==> src/core/supervisor_map.vh <==
// Purpose: Register offsets, fields and resets of the backup power supervisor
// Assumes: 32-bit Avalon-MM data, byte addresses, one word per register
// Notes:   Definitions only
`ifndef SUPERVISOR_MAP_VH
`define SUPERVISOR_MAP_VH

// Register byte offsets
`define OFS_STATUS       6'h00
`define OFS_MASK         6'h04
`define OFS_CONTROL      6'h08
`define OFS_MODE         6'h0C
`define OFS_TOBAT_LO     6'h10
`define OFS_TOBAT_HI     6'h14
`define OFS_TOSUP_LO     6'h18
`define OFS_TOSUP_HI     6'h1C

// Status and mask bit positions
`define ST_TOTAL_LOSS    0
`define ST_BROWNOUT      1
`define ST_BAT_FIRST     2
`define ST_BAT_SECOND    3
`define ST_TO_BATTERY    4
`define ST_TO_SUPPLY     5
`define ST_WIDTH         6

// Control bit positions
`define CT_SENSE         0
`define CT_BACKUP_SENSE  1
`define CT_STAMP_CLEAR   2
`define CT_SEL_LSB       4
`define CT_SEL_MSB       6
`define CT_AUX_ENABLE    8

// Reset values
`define RST_MASK         6'h00
`define RST_SEL          3'h0
`define RST_AUX_ENABLE   1'b1
`define RST_BACKUP_SENSE 1'b0

// Brownout levels and stamp width
`define BROWNOUT_LEVELS  6
`define STAMP_WIDTH      40

`endif

==> src/core/backup_power_supervisor.v <==
// Purpose: Switches between main supply and backup battery, stamps
//          switchovers and reports supply and battery status
// Assumes: Comparator inputs come from analog blocks, asynchronous
// Notes:   Registers reached over Avalon-MM with waitrequest
//
// Behaviour
// - Enter backup only when both conditions hold
// - Leave backup when either return condition holds
// - Serial bus disabled in backup, timekeeping continues
// - Other pins stay active unless control disables
// - Stamp each switchover; first down, latest up
// - Stamps held until stamp-clear written as one
// - Compensation in backup only with backup-sensing enable
// - Flag power-up after total supply loss
// - Brownout flag from one of six levels
// - Brownout alone never disables the serial bus
// - Below 85% first flag, below 75% both
// - No battery measurement while in backup mode
`include "supervisor_map.vh"

module backup_power_supervisor (
    // Clock and reset
    input  wire                        i_mclk,
    input  wire                        i_sys_rst,
    // Avalon-MM slave
    input  wire [5:0]                  i_address,
    input  wire                        i_read,
    input  wire                        i_write,
    input  wire [31:0]                 i_writedata,
    output wire [31:0]                 o_readdata,
    output wire                        o_waitrequest,
    // Supply comparators
    input  wire                        i_vdd_below_bat_hys,
    input  wire                        i_vdd_below_trip,
    input  wire                        i_vdd_above_bat_hys,
    input  wire                        i_vdd_above_trip_hys,
    input  wire [`BROWNOUT_LEVELS-1:0] i_vdd_below_level,
    // Battery comparators
    input  wire                        i_bat_below_85,
    input  wire                        i_bat_below_75,
    // Power-up after total loss, level from the power-on circuit
    input  wire                        i_cold_start,
    // Current time and date
    input  wire [`STAMP_WIDTH-1:0]     i_time_date,
    // Serial host bus gating
    input  wire                        i_scl,
    input  wire                        i_sda,
    output wire                        o_scl_gated,
    output wire                        o_sda_gated,
    output wire                        o_serial_enable,
    // Supply and side functions
    output wire                        o_battery_mode,
    output wire                        o_aux_io_enable,
    output wire                        o_compensation_run,
    output wire                        o_measure_pulse,
    // Interrupt
    output wire                        o_irq
);

    // Mode states, one-hot
    localparam [1:0] ST_NORMAL = 2'b01;
    localparam [1:0] ST_BACKUP = 2'b10;

    // Synchronised comparator levels
    wire [3:0]                  sw_sync;
    wire [`BROWNOUT_LEVELS-1:0] lvl_sync;
    wire [1:0]                  bat_sync;
    wire                        below_bat_hys;
    wire                        below_trip;
    wire                        above_bat_hys;
    wire                        above_trip_hys;

    // Mode and events
    reg  [1:0]                  mode_reg;
    reg  [1:0]                  mode_next;
    wire                        in_backup;
    wire                        go_backup;
    wire                        go_normal;

    // Bus slave
    reg                         waitrequest_reg;
    reg  [31:0]                 readdata_reg;
    reg  [31:0]                 rd_mux;
    wire                        req;
    wire                        wr_ok;

    // Software registers
    reg  [`ST_WIDTH-1:0]        status_reg;
    reg  [`ST_WIDTH-1:0]        status_next;
    reg  [`ST_WIDTH-1:0]        mask_reg;
    reg  [2:0]                  sel_reg;
    reg                         backup_sense_reg;
    reg                         aux_enable_reg;
    reg                         stamp_clear_reg;
    reg                         measure_reg;
    reg                         cold_armed_reg;
    reg                         irq_reg;
    wire                        wr_status;
    wire                        wr_control;

    // Gated outputs
    reg                         scl_gated_reg;
    reg                         sda_gated_reg;
    reg                         serial_enable_reg;
    reg                         battery_mode_reg;
    reg                         aux_io_enable_reg;
    reg                         comp_run_reg;

    // Stamps
    wire [`STAMP_WIDTH-1:0]     tobat_stamp;
    wire [`STAMP_WIDTH-1:0]     tosup_stamp;
    wire                        tobat_valid;
    wire                        tosup_valid;

    // Selected brownout level, out-of-range select reads as no brownout
    function sel_level;
        input [`BROWNOUT_LEVELS-1:0] lv;
        input [2:0]                  sel;
        begin
            if (sel < 3'h6) begin
                sel_level = lv[sel];
            end else begin
                sel_level = 1'b0;
            end
        end
    endfunction

    // Upper word of a stamp, zero extended
    function [31:0] stamp_hi;
        input [`STAMP_WIDTH-1:0] s;
        begin
            stamp_hi = {{(64 - `STAMP_WIDTH){1'b0}}, s[`STAMP_WIDTH-1:32]};
        end
    endfunction

    // Comparators cross into the clock domain here
    level_sync #(
        .WIDTH (4)
    ) u_sw_sync (
        .i_mclk    (i_mclk),
        .i_sys_rst (i_sys_rst),
        .i_level   ({i_vdd_below_bat_hys, i_vdd_below_trip,
                     i_vdd_above_bat_hys, i_vdd_above_trip_hys}),
        .o_level   (sw_sync)
    );

    level_sync #(
        .WIDTH (`BROWNOUT_LEVELS + 2)
    ) u_lvl_sync (
        .i_mclk    (i_mclk),
        .i_sys_rst (i_sys_rst),
        .i_level   ({i_bat_below_75, i_bat_below_85, i_vdd_below_level}),
        .o_level   ({bat_sync, lvl_sync})
    );

    assign below_bat_hys  = sw_sync[3];
    assign below_trip     = sw_sync[2];
    assign above_bat_hys  = sw_sync[1];
    assign above_trip_hys = sw_sync[0];

    // Mode decisions
    assign in_backup = mode_reg[1];
    assign go_backup = mode_reg[0] && below_bat_hys && below_trip;
    assign go_normal = mode_reg[1] && (above_bat_hys || above_trip_hys);

    // Mode next state
    always @* begin
        case (mode_reg)
            ST_NORMAL: begin
                mode_next = go_backup ? ST_BACKUP : ST_NORMAL;
            end
            ST_BACKUP: begin
                mode_next = go_normal ? ST_NORMAL : ST_BACKUP;
            end
            default: begin
                mode_next = ST_NORMAL;
            end
        endcase
    end

    always @(posedge i_mclk) begin
        if (i_sys_rst) begin
            mode_reg <= ST_NORMAL;
        end else begin
            mode_reg <= mode_next;
        end
    end

    // Bus handshake: one wait cycle, then one ready cycle
    assign req   = i_read || i_write;
    assign wr_ok = i_write && !waitrequest_reg;
    assign wr_status  = wr_ok && (i_address == `OFS_STATUS);
    assign wr_control = wr_ok && (i_address == `OFS_CONTROL);

    // Read mux; unmapped offsets read zero
    always @* begin
        rd_mux = 32'h00000000;
        case (i_address)
            `OFS_STATUS:   rd_mux[`ST_WIDTH-1:0] = status_reg;
            `OFS_MASK:     rd_mux[`ST_WIDTH-1:0] = mask_reg;
            `OFS_CONTROL: begin
                rd_mux[`CT_BACKUP_SENSE]              = backup_sense_reg;
                rd_mux[`CT_SEL_MSB:`CT_SEL_LSB]       = sel_reg;
                rd_mux[`CT_AUX_ENABLE]                = aux_enable_reg;
            end
            `OFS_MODE: begin
                rd_mux[0] = in_backup;
                rd_mux[1] = tobat_valid;
                rd_mux[2] = tosup_valid;
            end
            `OFS_TOBAT_LO: rd_mux = tobat_stamp[31:0];
            `OFS_TOBAT_HI: rd_mux = stamp_hi(tobat_stamp);
            `OFS_TOSUP_LO: rd_mux = tosup_stamp[31:0];
            `OFS_TOSUP_HI: rd_mux = stamp_hi(tosup_stamp);
            default:       rd_mux = 32'h00000000;
        endcase
    end

    always @(posedge i_mclk) begin
        if (i_sys_rst) begin
            waitrequest_reg <= 1'b1;
            readdata_reg    <= 32'h00000000;
        end else if (req && waitrequest_reg) begin
            waitrequest_reg <= 1'b0;
            readdata_reg    <= rd_mux;
        end else begin
            waitrequest_reg <= 1'b1;
        end
    end

    // Control register; sense and clear bits are write pulses
    always @(posedge i_mclk) begin
        if (i_sys_rst) begin
            mask_reg         <= `RST_MASK;
            sel_reg          <= `RST_SEL;
            backup_sense_reg <= `RST_BACKUP_SENSE;
            aux_enable_reg   <= `RST_AUX_ENABLE;
            stamp_clear_reg  <= 1'b0;
            measure_reg      <= 1'b0;
        end else begin
            if (wr_ok && (i_address == `OFS_MASK)) begin
                mask_reg <= i_writedata[`ST_WIDTH-1:0];
            end
            if (wr_control) begin
                sel_reg          <= i_writedata[`CT_SEL_MSB:`CT_SEL_LSB];
                backup_sense_reg <= i_writedata[`CT_BACKUP_SENSE];
                aux_enable_reg   <= i_writedata[`CT_AUX_ENABLE];
            end
            stamp_clear_reg <= wr_control && i_writedata[`CT_STAMP_CLEAR];
            // Measurement only outside backup mode
            measure_reg <= wr_control && i_writedata[`CT_SENSE] && !in_backup;
        end
    end

    // Stamp registers per direction
    switch_stamp #(
        .KEEP_FIRST (1)
    ) u_tobat (
        .i_mclk    (i_mclk),
        .i_sys_rst (i_sys_rst),
        .i_capture (go_backup),
        .i_clear   (stamp_clear_reg),
        .i_time    (i_time_date),
        .o_stamp   (tobat_stamp),
        .o_valid   (tobat_valid)
    );

    switch_stamp #(
        .KEEP_FIRST (0)
    ) u_tosup (
        .i_mclk    (i_mclk),
        .i_sys_rst (i_sys_rst),
        .i_capture (go_normal),
        .i_clear   (stamp_clear_reg),
        .i_time    (i_time_date),
        .o_stamp   (tosup_stamp),
        .o_valid   (tosup_valid)
    );

    // Status events; a set in the clearing cycle wins
    always @* begin
        status_next = status_reg;
        if (wr_status) begin
            status_next = status_reg & ~i_writedata[`ST_WIDTH-1:0];
        end
        if (cold_armed_reg && i_cold_start) begin
            status_next[`ST_TOTAL_LOSS] = 1'b1;
        end
        if (sel_level(lvl_sync, sel_reg)) begin
            status_next[`ST_BROWNOUT] = 1'b1;
        end
        // Levels taken only on a measurement request
        if (measure_reg) begin
            status_next[`ST_BAT_FIRST]  = status_next[`ST_BAT_FIRST] | bat_sync[0] | bat_sync[1];
            status_next[`ST_BAT_SECOND] = status_next[`ST_BAT_SECOND] | bat_sync[1];
        end
        if (go_backup) begin
            status_next[`ST_TO_BATTERY] = 1'b1;
        end
        if (go_normal) begin
            status_next[`ST_TO_SUPPLY] = 1'b1;
        end
    end

    // Cold start sampled once, the cycle after reset release
    always @(posedge i_mclk) begin
        if (i_sys_rst) begin
            status_reg     <= {`ST_WIDTH{1'b0}};
            cold_armed_reg <= 1'b1;
            irq_reg        <= 1'b0;
        end else begin
            status_reg     <= status_next;
            cold_armed_reg <= 1'b0;
            irq_reg        <= |(status_next & mask_reg);
        end
    end

    // Pin gating; brownout never reaches the bus enable
    always @(posedge i_mclk) begin
        if (i_sys_rst) begin
            scl_gated_reg     <= 1'b1;
            sda_gated_reg     <= 1'b1;
            serial_enable_reg <= 1'b0;
            battery_mode_reg  <= 1'b0;
            aux_io_enable_reg <= 1'b0;
            comp_run_reg      <= 1'b0;
        end else begin
            // Idle-high lines in backup so the bus sees nothing
            scl_gated_reg     <= in_backup ? 1'b1 : i_scl;
            sda_gated_reg     <= in_backup ? 1'b1 : i_sda;
            serial_enable_reg <= !in_backup;
            battery_mode_reg  <= in_backup;
            aux_io_enable_reg <= aux_enable_reg;
            comp_run_reg      <= !in_backup || backup_sense_reg;
        end
    end

    assign o_readdata         = readdata_reg;
    assign o_waitrequest      = waitrequest_reg;
    assign o_scl_gated        = scl_gated_reg;
    assign o_sda_gated        = sda_gated_reg;
    assign o_serial_enable    = serial_enable_reg;
    assign o_battery_mode     = battery_mode_reg;
    assign o_aux_io_enable    = aux_io_enable_reg;
    assign o_compensation_run = comp_run_reg;
    assign o_measure_pulse    = measure_reg;
    assign o_irq              = irq_reg;

endmodule // backup_power_supervisor

==> src/core/level_sync.v <==
// Purpose: Two-flop synchroniser for a group of comparator levels
// Assumes: Inputs are slow analog comparator results
// Notes:   First stage feeds the second stage only
module level_sync #(
    parameter WIDTH = 4
) (
    // Clock and reset
    input  wire             i_mclk,
    input  wire             i_sys_rst,
    // Levels
    input  wire [WIDTH-1:0] i_level,
    output wire [WIDTH-1:0] o_level
);

    reg [WIDTH-1:0] meta_reg;
    reg [WIDTH-1:0] sync_reg;

    // Two stages; reset clears both
    always @(posedge i_mclk) begin
        if (i_sys_rst) begin
            meta_reg <= {WIDTH{1'b0}};
            sync_reg <= {WIDTH{1'b0}};
        end else begin
            meta_reg <= i_level;
            sync_reg <= meta_reg;
        end
    end

    assign o_level = sync_reg;

endmodule // level_sync

==> src/core/switch_stamp.v <==
// Purpose: Time and date stamp of one switchover direction
// Assumes: Capture is a one-cycle pulse
// Notes:   KEEP_FIRST holds the earliest event, else the latest wins
`include "supervisor_map.vh"
module switch_stamp #(
    parameter KEEP_FIRST = 0
) (
    // Clock and reset
    input  wire                    i_mclk,
    input  wire                    i_sys_rst,
    // Control
    input  wire                    i_capture,
    input  wire                    i_clear,
    input  wire [`STAMP_WIDTH-1:0] i_time,
    // Stamp
    output wire [`STAMP_WIDTH-1:0] o_stamp,
    output wire                    o_valid
);

    reg [`STAMP_WIDTH-1:0] stamp_reg;
    reg                    valid_reg;
    wire                   take;

    // A held first stamp refuses later captures
    assign take = i_capture && !(KEEP_FIRST != 0 && valid_reg);

    // A taken capture beats clear in the same cycle; a capture refused by a held first stamp is lost
    always @(posedge i_mclk) begin
        if (i_sys_rst) begin
            stamp_reg <= {`STAMP_WIDTH{1'b0}};
            valid_reg <= 1'b0;
        end else if (take) begin
            stamp_reg <= i_time;
            valid_reg <= 1'b1;
        end else if (i_clear) begin
            stamp_reg <= {`STAMP_WIDTH{1'b0}};
            valid_reg <= 1'b0;
        end
    end

    assign o_stamp = stamp_reg;
    assign o_valid = valid_reg;

endmodule // switch_stamp

==> config.mk <==
export PLATFORM = sky130hd
export DESIGN_NAME = backup_power_supervisor
export DESIGN_NICKNAME = d
export VERILOG_FILES = /design/src/core/backup_power_supervisor.v /design/src/core/level_sync.v /design/src/core/switch_stamp.v
export VERILOG_INCLUDE_DIRS = /design/src /design/src/core
export SDC_FILE = /design/constraint.sdc
export NUM_CORES = 1
export LEC_CHECK = 0
export BUFFER_PORTS_ARGS = -buffer_cell sky130_fd_sc_hd__clkbuf_2
export CAP_MARGIN = 20
export CORE_MARGIN = 4
export CORE_UTILIZATION = 49
export CTS_CLUSTER_SIZE = 40
export DETAILED_ROUTE_END_ITERATION = 12
export PLACE_DENSITY = 0.8
export RECOVER_POWER = 50
export SLEW_MARGIN = 40
export SYNTH_ARGS = -nofsm -noshare
export SYNTH_HDL_FRONTEND = slang
export SYNTH_SLANG_ARGS = --single-unit
==> constraint.sdc <==
create_clock -name i_mclk -period 1.9 [get_ports i_mclk]
set_clock_uncertainty 0.05 [all_clocks]
set_input_delay 0.19 -clock i_mclk [delete_from_list [all_inputs] [get_ports i_mclk]]
set_output_delay 0.19 -clock i_mclk [all_outputs]
set_load 0.05 [all_outputs]
==> results.toml, run 1 <==
[detailed_routing]
wirelength_um = 18000
drc = 0
via_per_inst = 5.57
post_drt_wl_per_cell_um = 16.4
antenna_left = 0
dr.pass1.iters = 5
drt-initial-drc-count = 683
vias = 6112

[synthesis]
yosysTopAreaCell = "dfxtp_1"
synthXorXnorAreaFrac = 0
syn_area_per_cell_um2 = 8.83
synth_top_family_by_area = "simple AND/OR/NAND/NOR gates"
ys_top_cells_by_area = "dfxtp_1 (51%), a21oi_1 (7.6%), nor2_1 (7.6%)"
synth_nets = 841
yosys.cell_types.count = 42
synth_top_area_share = 0.513
synth_compound_area_frac = 0.166
synth-edff-count = 0
synthCells = 742
ys_seq_area_frac = 0.513
synth_area_um2 = 6550
ys_top_cells_by_count = "dfxtp_1 (168), nor2_1 (132), a21oi_1 (99)"
synthMuxAreaShare = 0.0313
synthMostInstantiatedCell = "dfxtp_1"
synth_warnings = 0
synthAdderAreaFrac = 0.00382
synth_ff_type = "dfxtp_1"
synth_seq_cells = 168
synthArstFlopShare = 0
yosys.area_share.simple = 0.246

[timing]
hold_violations = 0
max_slew.worst_pin.slew_ps = 901
timing.setup.tns_ps = 0
rsz0062_at_grt = "no"
whs_ps = 47.6
fin_crit_sh = 0.909
finalSetupViolCount = 0
layout_min_cycle_time_ps = 1730
fmax_mhz = 579
maxSlewViolCount = 0
max_slew_margin = 0.399

[global_routing]
grt_pass1_vias = 5881
antenna_found_initial = 2
grt_first_pass_wirelength_um = 29100
overflow = 0
grtUsageTotal = 0.241
grt_max_degree = 130

[cells_and_area]
final_cell_area_um2 = 8700
drive_gt1_frac = 0.171
fin_cells = 1098
nNetsFinal = 1011
area_delta_synth_final_pct = 32.7
fillerInstances = 1016
final_util = 0.675

[power_and_ir_drop]
power.leakage_nw = 3.65
power_per_cell_area_nw_per_um2 = 950
irDropWorstVdd_mv = 0.694

[critical_path]
worstSetupStartpointType = "input pin"
worstPathRequired_ps = 2180
worstRegToRegCells = 6
path_max_fanout = 11
critPathBufInv = 4
slowest_delay_ps = 710
path_class = "input pin to flop"
crit_top_cell = "buf_4"
ff2ff_setup_slack_ps = 210
path_cells = "clkbuf_2, buf_4, or4b_2, nor3_2, buf_4, buf_4, a221oi_1, nor3_1"
path_delay_family = "simple AND/OR/NAND/NOR gates"
crit_slowest_cell = "or4b_2"
cp.arrival_ps = 2010
endpoint_kind = "flop"
crit_cells = 8

[clocking]
numCtsBuffers = 17
clk_pin_slew_ps = 70
clockBufferDepth = 2
root_buffer = "clkbuf_16"
clkLatencyLatePin_ps = 430
htreeDepth = 4
cts_resized = 0
cts_tree = "built"
clock-sinks = 168

[placement]
place_congestion = 0.893
placed_area_um2 = 7490
dp.cells = 1004
port_buffers = 113
dp_hpwl_um = 10800

[die]
rows = 41
fp.dieW_um = 124
io_pins = 138
dieArea_um2 = 15300
initial_core_util = 0.509
die_height_um = 124
core_area_um2 = 12900

[outcome]
status = "complete, no violations"

[run]
max-cap-violations = 0

[min_path]
whs_path_depth = 3
hold_path_class = "input pin to flop"
[layout by cell type, fill, tap and decap left out, drive strengths merged, types with 2 or more instances in the layout]
master       count
o21ai           12
nor3            28
bufinv           5
a22oi           10
nor2b           28
nor2           132
a31oi            2
a211o            3
a21oi           99
a32o             2
nand2b           3
or3              2
dlygate4sd3     61
o221a            2
a221oi          28
ha               2
mux4             2
mux2i           16
nand3b           3
o21a             2
nand3            5
dfxtp          168
nor3b           41
nand2           25
clkinvlp         2
clkbuf         131
nor4             2
and3            41
a222oi           3
inv             12
a211oi           4
a311oi           2
buf             38
[worst min-delay path, cell delays in order]
cell and delay, ps:
clkbuf_2 150, mux2i_1 80, nor2_1 70
[cell families (layout without fill, tap and decap cells)]
kind of cell / after synthesis / count (layout)
flops: 168 / 168
fa+ha+maj: 2 / 2
mux: 18 / 18
other cells: 0 / 1
simple gates: 314 / 314
compound gates: 173 / 173
buf+inv: 67 / 250
[final timing paths]
check                                                       from                               to
worst max-delay path                                i_address[4]      o_readdata[25]$_SDFFE_PP0P_
worst min-delay path                              i_writedata[5]    sel_level.sel[1]$_SDFFE_PP0P_
worst max register to register          o_waitrequest$_SDFF_PP1_                 o_irq$_SDFF_PP0_
worst min register to register  u_sw_sync.meta_reg[1]$_SDFF_PP0_  u_sw_sync.o_level[1]$_SDFF_PP0_
[metal layers]
| metal | up-vias | wire length (um) | track usage |
|---|---|---|---|
| li1 | 2961 | - | - |
| met5 | - | 7 | 0 |
| met2 | 250 | 8420 | 0.384 |
| met1 | 2849 | 7730 | 0.315 |
| met4 | 2 | 536 | 0.104 |
| met3 | 50 | 1350 | 0.0554 |
[power breakdown]
part / switching (mW) / internal [mW]
clock: 1.49 / 2.36
combinational: 0.474 / 0.285
sequential: 0.0431 / 3.61
[stage by stage]
stage	total power, mW	worst slack [ps]
5_1_grt	8.49	90.7
2_1_floorplan	4.14	-163
3_5_place_dp	4.39	-190
3_3_place_gp	4.38	-161
4_1_cts	8.30	211
6_report	8.26	172
[layout make-up]
type / count / area [um^2] / area share
sequential: 168 / 3360 / 0.387
multi-input combinational: 507 / 2950 / 0.339
timing repair buffer: 213 / 1490 / 0.171
clock buffer: 17 / 425 / 0.0489
clock inverter: 15 / 234 / 0.0269
tap: 172 / 215 / 0.0247
inverter: 5 / 18.8 / 0.00216
antenna: 1 / 2.50 / 0.000288
[repair_timing]
action / CTS / global route
setup buffers: 0 / 0
hold endpoints to repair: 104 / 0
hold buffers: 61 / 0
(Power assumes the default switching activity.)
==> run 2, diff against run 1 <==
==> constraint.sdc (replaced) <==
create_clock -name i_mclk -period 1.9 [get_ports i_mclk]
set_clock_uncertainty 0.05 [all_clocks]
set_input_delay 0.095 -clock i_mclk [delete_from_list [all_inputs] [get_ports i_mclk]]
set_output_delay 0.095 -clock i_mclk [all_outputs]
set_load 0.05 [all_outputs]
==> results.toml, run 2 (synthesis gave the netlist of run 1 again) <==
[critical_path]
path_max_fanout = 43
path_class = "flop to flop"
worstSetupStartpointType = "flop"
cp.arrival_ps = 2000
endpoint_kind = "flop"
worstPathRequired_ps = 2170
ff2ff_setup_slack_ps = 170

[cells_and_area]
fillerInstances = 1043
drive_gt1_frac = 0.164
multi_input_area_um2 = 2950
final_common_cell = "dfxtp_1"
final_cell_area_um2 = 8630
nNetsFinal = 1011
area_delta_synth_final_pct = 31.7
most-common-layout-cells = "dfxtp_1 (167), nor2_1 (130), a21oi_1 (99)"
fin_cells = 1099
layout.area.seq_um2 = 3360

[outcome]
status = "complete, no violations"

[clocking]
post-cts-setup-buffers = 0
clk_pin_slew_ps = 60
numCtsBuffers = 17
clkLatencyLatePin_ps = 430
root_buffer = "clkbuf_16"
cts_resized = 0
cts_hold_buf = 64
cts_tree = "built"
htreeDepth = 4
clock-sinks = 168
clockBufferDepth = 2

[die]
io_pins = 138
die_height_um = 124
fp.dieW_um = 124
rows = 41
core_area_um2 = 12900
initial_core_util = 0.509
dieArea_um2 = 15300

[detailed_routing]
highest_layer = "met4"
post_drt_wl_per_cell_um = 16.5
drc = 0
drt-initial-drc-count = 655
met2_length_um = 8760
via_per_inst = 5.54
dr.pass1.iters = 5
vias = 6090
wl_met1_um = 7770
wirelength_um = 18200
met3_wirelength_um = 1200
antenna_left = 0

[placement]
dp.cells = 1001
placed_area_um2 = 7480
port_buffers = 113
dp_hpwl_um = 11100
place_congestion = 0.895

[power_and_ir_drop]
power_per_cell_area_nw_per_um2 = 899
power.leakage_nw = 3.60
irDropWorstVdd_mv = 0.586
p_total_mw = 7.76

[timing]
fmax_mhz = 579
whs_ps = 42.5
rsz0062_at_grt = "no"
max_slew.worst_pin.slew_ps = 977
fin_crit_sh = 0.910
finalSetupViolCount = 0
layout_min_cycle_time_ps = 1730
max_slew_margin = 0.349
hold_violations = 0
timing.setup.tns_ps = 0
maxSlewViolCount = 0

[min_path]
hold_path_class = "input pin to flop"

[global_routing]
overflow = 0
grtUsageTotal = 0.246
grt_pass1_vias = 5872
grt_first_pass_wirelength_um = 29400
antenna_found_initial = 2
grt_max_degree = 106

[run]
max-cap-violations = 0
## run 2: changes by cell type in the layout (fill, tap and decap cells not counted), sizes merged
cell | before | now
clkinv | 1 | 3
inv | 12 | 7
clkinvlp | 2 | 3
dlygate4sd3 | 61 | 64
diode | 1 | 2
buf | 38 | 34
clkbuf | 131 | 138
bufinv | 5 | 1
## run 2: critical path: stages (launching register included)
cell	delay, ps
dfxtp_1	320
o21a_2	230
clkbuf_2	550
a22oi_1	390
nand2_1	80
## run 2: metrics by stage
| stage | setup WS [ps] | util |
|---|---|---|
| after floorplan | -68.4 | - |
| after global placement | -60.8 | 0.581 |
| after detailed placement | -99.1 | 0.581 |
| after CTS | 220 | 0.675 |
| after global routing | 56.6 | 0.671 |
| final | 172 | 0.671 |
## run 2: final timing paths
check / cells after the start / end / start
min reg2reg: 1 / u_sw_sync.o_level[1]$_SDFF_PP0_ / u_sw_sync.meta_reg[1]$_SDFF_PP0_
max reg2reg: 4 / mode_reg[0]$_SDFF_PP1_ / u_sw_sync.o_level[0]$_SDFF_PP0_
min: 4 / o_readdata[5]$_SDFFE_PP0P_ / i_read
max: 4 / mode_reg[0]$_SDFF_PP1_ / u_sw_sync.o_level[0]$_SDFF_PP0_
## run 2: final cells by class
type,instances,share of cell area
sequential,168,0.390
tap,172,0.0249
antenna,2,0.000580
multi-input combinational,507,0.342
timing repair buffer,213,0.174
clock inverter,9,0.0103
inverter,5,0.00217
clock buffer,23,0.0565
## run 2: report_power, final
group | switching, mW | internal (mW) | leakage, nW | total (mW)
logic | 0.479 | 0.283 | 1.95 | 0.762
clock network | 1.40 | 1.95 | 0.276 | 3.35
registers | 0.0423 | 3.61 | 1.37 | 3.65
total | 1.92 | 5.84 | 3.60 | 7.76
## run 2: layer usage
metal | track usage | vias to the layer above
met2 | 0.394 | 221
met3 | 0.0622 | 39
met4 | 0.106 | 0
li1 | - | 2966
met1 | 0.316 | 2864
met5 | 0 | -
